$ cat src/lvr_pkg.sv
// package: constants and carrier types for the low-voltage and runaway reset block
package lvr_pkg;

   // ==========================================================
   // supervision counter
   localparam int unsigned SUP_WIDTH = 20;
   localparam logic [19:0] SUP_RESET_VAL = 20'h00000;
   localparam logic [19:0] SUP_LAST = 20'hFFFFF;

   // ==========================================================
   // internal reset pulse
   localparam int unsigned RST_PULSE_NS = 1000;
   localparam int unsigned CLK_PERIOD_NS = 100;
   localparam int unsigned RST_PULSE_CYC =
      (RST_PULSE_NS + CLK_PERIOD_NS - 1) / CLK_PERIOD_NS;
   localparam logic [3:0] RST_CNT_LOAD = 4'(RST_PULSE_CYC);

   // ==========================================================
   // reset cause bit positions in the cause vector
   localparam int unsigned CAUSE_LV_BIT = 0;
   localparam int unsigned CAUSE_SUP_BIT = 1;

   // ==========================================================
   // software side requests
   typedef struct packed {
      logic sup_clear;
      logic flag_clear;
   } sw_req_t;

   // status toward software
   typedef struct packed {
      logic low_voltage_detect_flag;
      logic sup_expired_flag;
   } sw_stat_t;

endpackage

$ cat src/sup_counter.sv
// supervision counter: 20-bit runaway timer clocked on oscillator ticks
`timescale 1ns/100ps
module sup_counter
   import lvr_pkg::*;
(
   input wire logic clk,
   input wire logic reset_n,
   input wire logic clk_en,
   input wire logic osc_tick,
   input wire logic clear,
   output logic expire
);

   // ==========================================================
   // count
   logic [19:0] count_q;
   logic [19:0] count_d;
   logic expire_q;
   logic expire_d;

   always_comb begin
      count_d = count_q;
      expire_d = 1'b0;
      if (clear) begin
         count_d = SUP_RESET_VAL;
      end else if (osc_tick) begin
         if (count_q == SUP_LAST) begin
            expire_d = 1'b1;
            count_d = SUP_RESET_VAL;
         end else begin
            count_d = count_q + 20'h00001;
         end
      end
   end

   always_ff @(posedge clk or negedge reset_n) begin
      if (!reset_n) begin
         count_q <= SUP_RESET_VAL;
         expire_q <= 1'b0;
      end else if (clk_en) begin
         count_q <= count_d;
         expire_q <= expire_d;
      end
   end

   assign expire = expire_q;

   // ==========================================================
   // checks
   property p_clear_zero;
      @(posedge clk) disable iff (!reset_n)
      (clk_en && clear) |=> (count_q == SUP_RESET_VAL);
   endproperty
   a_clear_zero: assert property (p_clear_zero)
      else $error("counter not zero after clear");

   property p_wrap_expire;
      @(posedge clk) disable iff (!reset_n)
      (clk_en && !clear && osc_tick && count_q == SUP_LAST) |=> expire_q;
   endproperty
   a_wrap_expire: assert property (p_wrap_expire)
      else $error("no expiry at terminal count");

   // only the rising edge is judged: a frozen clk_en holds expire_q while the count has moved on
   property p_no_spurious;
      @(posedge clk) disable iff (!reset_n)
      $rose(expire_q) |-> ($past(count_q) == SUP_LAST);
   endproperty
   a_no_spurious: assert property (p_no_spurious)
      else $error("expiry without terminal count");

endmodule // sup_counter

$ cat src/lvr_reset.sv
// top: low-voltage detect reset and runaway supervision reset
//
// Summary of operation
// - low supply asserts internal reset
// - low supply sets detection flag to one
// - detection works in stop, reset exits stop
// - 20-bit oscillator counter resets unless cleared
`timescale 1ns/100ps
module lvr_reset
   import lvr_pkg::*;
(
   input wire logic clk,
   input wire logic reset_n,
   input wire logic clk_en,
   input wire logic osc_tick,
   input wire logic low_supply,
   input wire logic stop_mode,
   input wire sw_req_t sw_req,
   output sw_stat_t sw_stat,
   output logic int_reset,
   output logic stop_release
);

   // ==========================================================
   // reset pulse state
   typedef enum logic [1:0] {
      ST_RUN = 2'b01,
      ST_RST = 2'b10
   } state_t;

   state_t state_q;
   state_t state_d;
   logic [3:0] cnt_q;
   logic [3:0] cnt_d;
   logic int_reset_q;
   logic int_reset_d;
   logic release_q;
   logic release_d;
   logic lv_flag_q;
   logic lv_flag_d;
   logic sup_flag_q;
   logic sup_flag_d;
   logic sup_expire;
   logic sup_clear;

   // the counter is held clear while internal reset stands, so it
   // restarts its full interval from the release
   assign sup_clear = sw_req.sup_clear | int_reset_q;

   sup_counter i_sup_counter (
      .clk(clk),
      .reset_n(reset_n),
      .clk_en(clk_en),
      .osc_tick(osc_tick),
      .clear(sup_clear),
      .expire(sup_expire)
   );

   // ==========================================================
   // sequencer: no gating by stop_mode, detection stays live in stop
   always_comb begin
      state_d = state_q;
      cnt_d = cnt_q;
      release_d = 1'b0;
      unique case (state_q)
         ST_RUN: begin
            if (low_supply || sup_expire) begin
               state_d = ST_RST;
               cnt_d = RST_CNT_LOAD;
               release_d = stop_mode;
            end
         end
         ST_RST: begin
            if (low_supply) begin
               cnt_d = RST_CNT_LOAD;
            end else if (cnt_q == 4'h1) begin
               state_d = ST_RUN;
               cnt_d = 4'h0;
            end else begin
               cnt_d = cnt_q - 4'h1;
            end
         end
      endcase
      int_reset_d = (state_d == ST_RST);
   end

   always_ff @(posedge clk or negedge reset_n) begin
      if (!reset_n) begin
         state_q <= ST_RUN;
         cnt_q <= 4'h0;
         int_reset_q <= 1'b0;
         release_q <= 1'b0;
      end else if (clk_en) begin
         state_q <= state_d;
         cnt_q <= cnt_d;
         int_reset_q <= int_reset_d;
         release_q <= release_d;
      end
   end

   // ==========================================================
   // cause flags: set beats clear
   always_comb begin
      lv_flag_d = lv_flag_q;
      sup_flag_d = sup_flag_q;
      if (sw_req.flag_clear) begin
         lv_flag_d = 1'b0;
         sup_flag_d = 1'b0;
      end
      if (low_supply) begin
         lv_flag_d = 1'b1;
      end
      if (sup_expire) begin
         sup_flag_d = 1'b1;
      end
   end

   // flags survive internal reset; only the external reset or sw_req.flag_clear clears them
   always_ff @(posedge clk or negedge reset_n) begin
      if (!reset_n) begin
         lv_flag_q <= 1'b0;
         sup_flag_q <= 1'b0;
      end else if (clk_en) begin
         lv_flag_q <= lv_flag_d;
         sup_flag_q <= sup_flag_d;
      end
   end

   assign int_reset = int_reset_q;
   assign stop_release = release_q;
   assign sw_stat.low_voltage_detect_flag = lv_flag_q;
   assign sw_stat.sup_expired_flag = sup_flag_q;

   // ==========================================================
   // checks
   property p_lv_reset;
      @(posedge clk) disable iff (!reset_n)
      (clk_en && low_supply) |=> int_reset_q;
   endproperty
   a_lv_reset: assert property (p_lv_reset)
      else $error("low supply without internal reset");

   property p_lv_flag;
      @(posedge clk) disable iff (!reset_n)
      (clk_en && low_supply) |=> lv_flag_q;
   endproperty
   a_lv_flag: assert property (p_lv_flag)
      else $error("detection flag not set");

   property p_stop_exit;
      @(posedge clk) disable iff (!reset_n)
      (clk_en && state_q == ST_RUN && low_supply && stop_mode)
         |=> (release_q && int_reset_q);
   endproperty
   a_stop_exit: assert property (p_stop_exit)
      else $error("stop not released on detection");

   property p_sup_reset;
      @(posedge clk) disable iff (!reset_n)
      (clk_en && sup_expire) |=> (int_reset_q && sup_flag_q);
   endproperty
   a_sup_reset: assert property (p_sup_reset)
      else $error("expiry without internal reset");

   property p_pulse_len;
      @(posedge clk) disable iff (!reset_n)
      ($rose(int_reset_q) && clk_en) ##0 (!low_supply && clk_en) [*3]
         |=> int_reset_q;
   endproperty
   a_pulse_len: assert property (p_pulse_len)
      else $error("internal reset too short");

   property p_reset_clears;
      @(posedge clk) disable iff (!reset_n)
      int_reset_q |-> sup_clear;
   endproperty
   a_reset_clears: assert property (p_reset_clears)
      else $error("counter not held during reset");

   property p_flag_hold;
      @(posedge clk) disable iff (!reset_n)
      (clk_en && lv_flag_q && !sw_req.flag_clear) |=> lv_flag_q;
   endproperty
   a_flag_hold: assert property (p_flag_hold)
      else $error("detection flag lost");

   property p_release_cause;
      @(posedge clk) disable iff (!reset_n)
      release_q |-> int_reset_q;
   endproperty
   a_release_cause: assert property (p_release_cause)
      else $error("stop release without reset");

   c_lv: cover property (@(posedge clk) disable iff (!reset_n) $rose(lv_flag_q));
   c_sup: cover property (@(posedge clk) disable iff (!reset_n) $rose(sup_flag_q));
   c_stop: cover property (@(posedge clk) disable iff (!reset_n) release_q);
   c_end: cover property (@(posedge clk) disable iff (!reset_n) $fell(int_reset_q));

endmodule // lvr_reset

$ cat config.mk
export PLATFORM = sky130hd
export DESIGN_NAME = lvr_reset
export DESIGN_NICKNAME = d
export VERILOG_FILES = /design/src/lvr_pkg.sv /design/src/sup_counter.sv /design/src/lvr_reset.sv
export SDC_FILE = /design/constraint.sdc
export NUM_CORES = 1
export LEC_CHECK = 0
export BUFFER_PORTS_ARGS = -buffer_cell sky130_fd_sc_hd__buf_4
export CAP_MARGIN = 20
export CORE_UTILIZATION = 30
export CTS_CLUSTER_DIAMETER = 150
export DETAILED_ROUTE_END_ITERATION = 10
export PLACE_DENSITY_LB_ADDON = 0.1
export SLEW_MARGIN = 20
export SYNTH_ARGS = -nofsm -noshare
export SYNTH_HDL_FRONTEND = slang
export SYNTH_SLANG_ARGS = --single-unit
$ cat constraint.sdc
create_clock -name clk -period 1.7 [get_ports clk]
set_clock_uncertainty 0.1 [all_clocks]
set_input_delay 0.255 -clock clk [delete_from_list [all_inputs] [get_ports clk]]
set_output_delay 0.255 -clock clk [all_outputs]
set_load 0.1 [all_outputs]
==> results of run 1 <==
how the worst max path moves through the flow:
| stage | start | end | slack [ns] |
|---|---|---|---|
| 3_5_place_dp | i_sup_counter.count_q[0] | i_sup_counter.count_q[15] | -0.14 |
| 3_3_place_gp | i_sup_counter.count_q[0] | i_sup_counter.count_q[7] | -0.05 |
| 2_1_floorplan | int_reset | i_sup_counter.count_q[9] | -0.01 |
| 4_1_cts | i_sup_counter.count_q[0] | i_sup_counter.count_q[18] | -0.08 |
| 6_report | i_sup_counter.count_q[5] | i_sup_counter.count_q[17] | -0.11 |
| 5_1_grt | i_sup_counter.count_q[0] | i_sup_counter.count_q[17] | -0.25 |
where the power goes:
part | leakage [nW] | internal [mW] | switching [mW] | total [mW]
Clock | 0.0422 | 0.287 | 0.279 | 0.566
Sequential | 0.407 | 0.764 | 0.0235 | 0.787
Combinational | 0.523 | 0.0720 | 0.129 | 0.202
logic make-up (layout without fill, tap and decap cells):
family	Yosys count	count (layout)
compound gates	44	44
xor+xnor	7	7
fa+ha+maj	3	3
buf+inv	12	59
flops	31	31
mux	1	1
simple gates	92	92
synthesized netlist by cell type, types with 3 or more instances:
cell | count | share of area, %
dfrtp_1 | 30 | 44
nand2_1 | 26 | 5.7
nor2_1 | 18 | 4.0
a21oi_1 | 9 | 2.6
nand3_1 | 9 | 2.6
o21ai_0 | 9 | 2.6
nor3_1 | 7 | 2.1
inv_1 | 6 | 1.3
nand4_1 | 6 | 2.2
o21ai_1 | 6 | 1.8
xnor2_1 | 5 | 2.6
clkbuf_1 | 3 | 0.66
ha_1 | 3 | 2.2
nand2b_1 | 3 | 1.1
nor2b_1 | 3 | 1.1
o31ai_1 | 3 | 1.3
or3_1 | 3 | 1.1
worst max-delay path, stage by stage (launching register included):
cell and delay, ns:
dfrtp_1 0.40, nand3_4 0.13, or4_4 0.64, nor4_4 0.27, a211oi_1 0.09, nor2_1 0.12
sequential cells by signal (all words and copies together) (netlist names):
signal and count:
lv_flag_q 1, cnt_q 4, int_reset 1, i_sup_counter.expire 1, stop_release 1, state_q 2
i_sup_counter.count_q 20, sup_flag_q 1
what timing repair did:
action / CTS / global route
endpoints found under the setup margin: 19 / 19
pin swaps: 1 / 10
hold buffers: 1 / 0
gates resized for setup: 4 / 19
endpoints found under the hold margin: 30 / 0
buffers inserted: 1 / 3
area by class of cell:
type / count / area, sq um
Multi-Input combinational cell: 147 / 973
Fill cell: 552 / 3210
Sequential cell: 31 / 781
Timing Repair Buffer: 45 / 352
Tap cell: 72 / 90.1
Inverter: 6 / 22.5
Clock buffer: 7 / 76.3
Clock inverter: 1 / 5.00
metrics by stage:
stage	setup TNS, ns	power [mW]	util, %	cells
finish	-1.17	1.55	41.8	309
global route	-3.28	1.63	41.8	309
CTS	-0.746	1.57	40.1	306
detailed placement	-1.25	0.997	38.0	296
global placement	-0.351	0.989	38.0	296
floorplan	-0.0146	0.918	-	190
layer usage:
layer  global-route usage, %  up-vias  routed length [um]
met1                    18.7      764                1970
met2                    28.0       25                2280
met5                       0        -                   0
li1                        -      777                   -
met4                    7.17        0                  69
met3                    2.47        7                 101
==> results.sh, run 1 <==
export IMPL_vias=1573
export IMPL_slew_violations=0
export IMPL_synth_top_family_by_area="simple AND/OR/NAND/NOR gates"
export IMPL_detail_route_wl_per_cell_um=14.3
export IMPL_drt_iter0_markers=119
export IMPL_whs_path_depth=2
export IMPL_netlist_area_sq_mm=0.00171
export IMPL_min_path_type="input pin to flip-flop"
export IMPL_max_cap_violations=0
export IMPL_rows=27
export IMPL_cp_required_ns=1.82
export IMPL_n_antenna_cell=0
export IMPL_areaGrowthSynthToFinish_pct=34.7
export IMPL_worstPathArrival_ns=1.93
export IMPL_start_util_pct=31.0
export IMPL_grt_max_degree=32
export IMPL_ios=12
export IMPL_reg2reg_from="i_sup_counter.count_q[5]"
export IMPL_io_buffers=11
export IMPL_vdd_drop_max_uv=344
export IMPL_path_class="flip-flop to flip-flop"
export IMPL_synth_edf_count=0
export IMPL_cts_tree="yes"
export IMPL_pre_cts_ws_ns=-0.139
export IMPL_p_per_area_mw_per_mm2=676
export IMPL_synth_simple_area_share_pct=28.5
export IMPL_critPathLaunchType="flip-flop"
export IMPL_finalSetupViolCount=15
export IMPL_firstDrtPassIters=4
export IMPL_synth_ff_type="dfrtp_1"
export IMPL_syn_inst=190
export IMPL_ant_nets=0
export IMPL_post_route_period_util_pct=107
export IMPL_cts_buffer_depth=2
export IMPL_synthMuxAreaShare_pct=0.659
export IMPL_reg2reg_depth=5
export IMPL_synth_seq_area_share_pct=45.5
export IMPL_final_common_cell="buf_4"
export IMPL_die_area_sq_mm=0.00600
export IMPL_synthArstFlopShare_pct=100
export IMPL_nNetsFinal=247
export IMPL_min_period_ns=1.81
export IMPL_post_dp_cell_area_sq_mm=0.00209
export IMPL_grtUsageTotal_pct=15.8
export IMPL_end_kind="flip-flop"
export IMPL_core_sq_mm=0.00551
export IMPL_rsz0062_at_grt="yes"
export IMPL_r2r_setup_slack_ns=-0.11
export IMPL_stdcell_area_sq_mm=0.00230
export IMPL_synthXorXnorAreaFrac_pct=3.59
export IMPL_drive_gt1_share_pct=31.2
export IMPL_status="finished with violations"
export IMPL_p_leak_nw=0.973
export IMPL_grt_pass1_wl_mm=7.41
export IMPL_final_cell_mix="41 x buf_4, 29 x dfrtp_1, 24 x nand2_1"
export IMPL_worst_pin_slew_ns=0.406
export IMPL_clkTransAtPathRegs_ns=0.07
export IMPL_cts_buffers=5
export IMPL_ys_types=48
export IMPL_drt_wl_total_mm=4.42
export IMPL_grt_pass1_vias=1627
export IMPL_slew_headroom_pct=72.9
export IMPL_die_y_um=77.5
export IMPL_syn_nets=201
export IMPL_synth_compound_area_share_pct=16.5
export IMPL_gp_congestion=0.870
export IMPL_whs_endpoint="lv_flag_q"
export IMPL_finalHoldViolCount=0
export IMPL_synth_area_per_cell_sq_um=8.99
export IMPL_drc=0
export IMPL_die_w_um=77.5
export IMPL_hold_path_startpoint="low_supply"
export IMPL_synth_adder_area_share_pct=2.20
export IMPL_hpwl_mm=3.20
export IMPL_violations="setup timing"
export IMPL_htree_levels=2
export IMPL_grt_overflow=0
export IMPL_ys_seq_elements=31
export IMPL_cp_max_fo=6
export IMPL_antenna_found_initial=0
export IMPL_avgViaCountPerCell=5.09
export IMPL_worst_slack_ns=-0.113
export IMPL_synth_yosys_warnings=0
export IMPL_maxClockFrequency_mhz=551
export IMPL_cts_root_buf="clkbuf_8"
export IMPL_r2r_end="i_sup_counter.count_q[17]"
export IMPL_clock_latency_ns=0.29
export IMPL_whs_ns=0.144
export IMPL_numClockSinks=31
No activity file was read; power rests on OpenSTA's default activity.
==> run 2: changes to the inputs <==
SKIP_CTS_REPAIR_TIMING = 1   (was default)
==> run 2 against run 1 <==
  * The flow still finishes with violations (setup timing)
  * Worst setup slack worse by 0.057 ns
  * Global-route usage is essentially flat
  * Clock-buffer cell count unchanged
  * Sequential share of layout area is essentially flat
  * Critical path depth rose by 1
  * Utilization about the same
  * Non-clock buffer count unchanged
==> results.sh, run 2 (synthesis gave the netlist of run 1 again) <==
export IMPL_worst_slack_ns=-0.171
export IMPL_worst_pin_slew_ns=0.466
export IMPL_violations="setup timing"
export IMPL_finalSetupViolCount=19
export IMPL_end_kind="flip-flop"
export IMPL_grt_pass1_vias=1608
export IMPL_path_class="flip-flop to flip-flop"
export IMPL_drt_wl_total_mm=4.44
export IMPL_avgViaCountPerCell=5.08
export IMPL_maxClockFrequency_mhz=535
export IMPL_firstDrtPassIters=4
export IMPL_grt_pass1_wl_mm=7.40
export IMPL_ios=12
export IMPL_worstPathArrival_ns=1.99
export IMPL_min_path_type="input pin to flip-flop"
export IMPL_p_per_area_mw_per_mm2=675
export IMPL_n_fill_cell=542
export IMPL_antenna_found_initial=0
export IMPL_rows=27
export IMPL_swShare_pct=27.6
export IMPL_slew_headroom_pct=68.7
export IMPL_grt_use_met1_pct=18.7
export IMPL_n_antenna_cell=0
export IMPL_vias=1569
export IMPL_grt_overflow=0
export IMPL_drt_iter0_markers=113
export IMPL_top_regs="i_sup_counter.count_q: 20 flops, cnt_q: 4 flops, state_q: 2 flops"
export IMPL_final_common_cell="buf_4"
export IMPL_hpwl_mm=3.20
export IMPL_cts_tree="yes"
export IMPL_nNetsFinal=247
export IMPL_critPathLaunchType="flip-flop"
export IMPL_cts_buffers=5
export IMPL_pre_cts_ws_ns=-0.139
export IMPL_drc=0
export IMPL_ant_nets=0
export IMPL_core_sq_mm=0.00551
export IMPL_detail_route_wl_per_cell_um=14.4
export IMPL_grtUsageTotal_pct=15.8
export IMPL_max_cap_violations=0
export IMPL_clock_latency_ns=0.29
export IMPL_dp_cells=296
export IMPL_status="finished with violations"
export IMPL_pwr_share_seq_pct=50.7
export IMPL_htree_levels=2
export IMPL_largest_register_ffs=20
export IMPL_whs_ns=0.144
export IMPL_final_cell_mix="43 x buf_4, 29 x dfrtp_1, 25 x nand2_1"
export IMPL_areaGrowthSynthToFinish_pct=34.7
export IMPL_vdd_drop_max_uv=343
export IMPL_post_route_period_util_pct=110
export IMPL_grt_busiest_layer="met2"
export IMPL_rsz0062_at_grt="yes"
export IMPL_die_area_sq_mm=0.00600
export IMPL_cts_root_buf="clkbuf_8"
export IMPL_combPwrFrac_pct=13.1
export IMPL_p_int_mw=1.12
export IMPL_die_y_um=77.5
export IMPL_largest_register="i_sup_counter.count_q"
export IMPL_use_met3_pct=2.47
export IMPL_io_buffers=11
export IMPL_die_w_um=77.5
export IMPL_p_leak_nw=0.956
export IMPL_slew_violations=0
export IMPL_tns_ns=-2.09
export IMPL_grt_max_degree=32
export IMPL_start_util_pct=31.0
export IMPL_cts_buffer_depth=2
export IMPL_clkTransAtPathRegs_ns=0.07
export IMPL_drive_gt1_share_pct=32.1
export IMPL_cp_required_ns=1.82
export IMPL_grtUsageMet2_pct=28.2
export IMPL_totalPowerFinal_mw=1.55
export IMPL_numClockSinks=31
export IMPL_switchingPower_mw=0.429
export IMPL_finalHoldViolCount=0
export IMPL_min_period_ns=1.87
export IMPL_gp_congestion=0.870
export IMPL_clkPwrFrac_pct=36.2
export IMPL_finalNonFillerCells=309
export IMPL_cp_max_fo=4
-- run 2: changes by cell type in the layout (fill, tap and decap cells not counted), moves of 2 or more --
cell	previous run	this run
nand3_1	9	7
o21ai_2	0	5
buf_4	41	43
nor2_2	3	1
nor2_1	16	18
o21ai_1	10	4
buf_6	3	1
-- run 2: layout make-up --
cell class | count | area (sq um) | share of cell area, %
Sequential cell | 31 | 781 | 33.9
Clock inverter | 1 | 5.00 | 0.218
Multi-Input combinational cell | 147 | 982 | 42.7
Clock buffer | 7 | 76.3 | 3.32
Tap cell | 72 | 90.1 | 3.92
Timing Repair Buffer | 45 | 344 | 15.0
Inverter | 6 | 22.5 | 0.979
-- run 2: metal layers --
layer	wire length [um]	share of wire, %
met5	0	0
met4	63	1.4
met1	1970	44
met2	2280	51
met3	122	2.7
-- run 2: path summary, 6_finish.rpt --
check | start | to | slack [ns] | cells past startpoint
max reg2reg | i_sup_counter.count_q[0] | i_sup_counter.count_q[18] | -0.17 | 6
max in group asynchronous | reset_n | int_reset | 0.82 | 2
min in group asynchronous | reset_n | i_sup_counter.count_q[12] | 0.34 | 2
min reg2reg | lv_flag_q | lv_flag_q | 0.40 | 1
min | low_supply | lv_flag_q | 0.14 | 2
max | i_sup_counter.count_q[0] | i_sup_counter.count_q[18] | -0.17 | 6
-- run 2: worst max-delay path, stage by stage, from the launching register on --
cell and delay [ns]:
dfrtp_1 0.42, ha_2 0.20, nand4_1 0.23, nor3_4 0.30
nand4_1 0.17, or3_1 0.32, o21ai_1 0.08
-- run 2: power groups by stage --
stage,clock network (mW),registers (mW),logic (mW)
after floorplan,0,0.805,0.114
after global placement,0,0.798,0.191
after detailed placement,0,0.801,0.197
after CTS,0.587,0.787,0.197
after global routing,0.619,0.791,0.225
final,0.562,0.787,0.203
-- run 2: metrics by stage --
stage,instance area [sq um],util (%)
3_3_place_gp,2090,38.0
3_5_place_dp,2090,38.0
4_1_cts,2170,39.4
6_report,2300,41.8
2_1_floorplan,1730,-
5_1_grt,2300,41.8
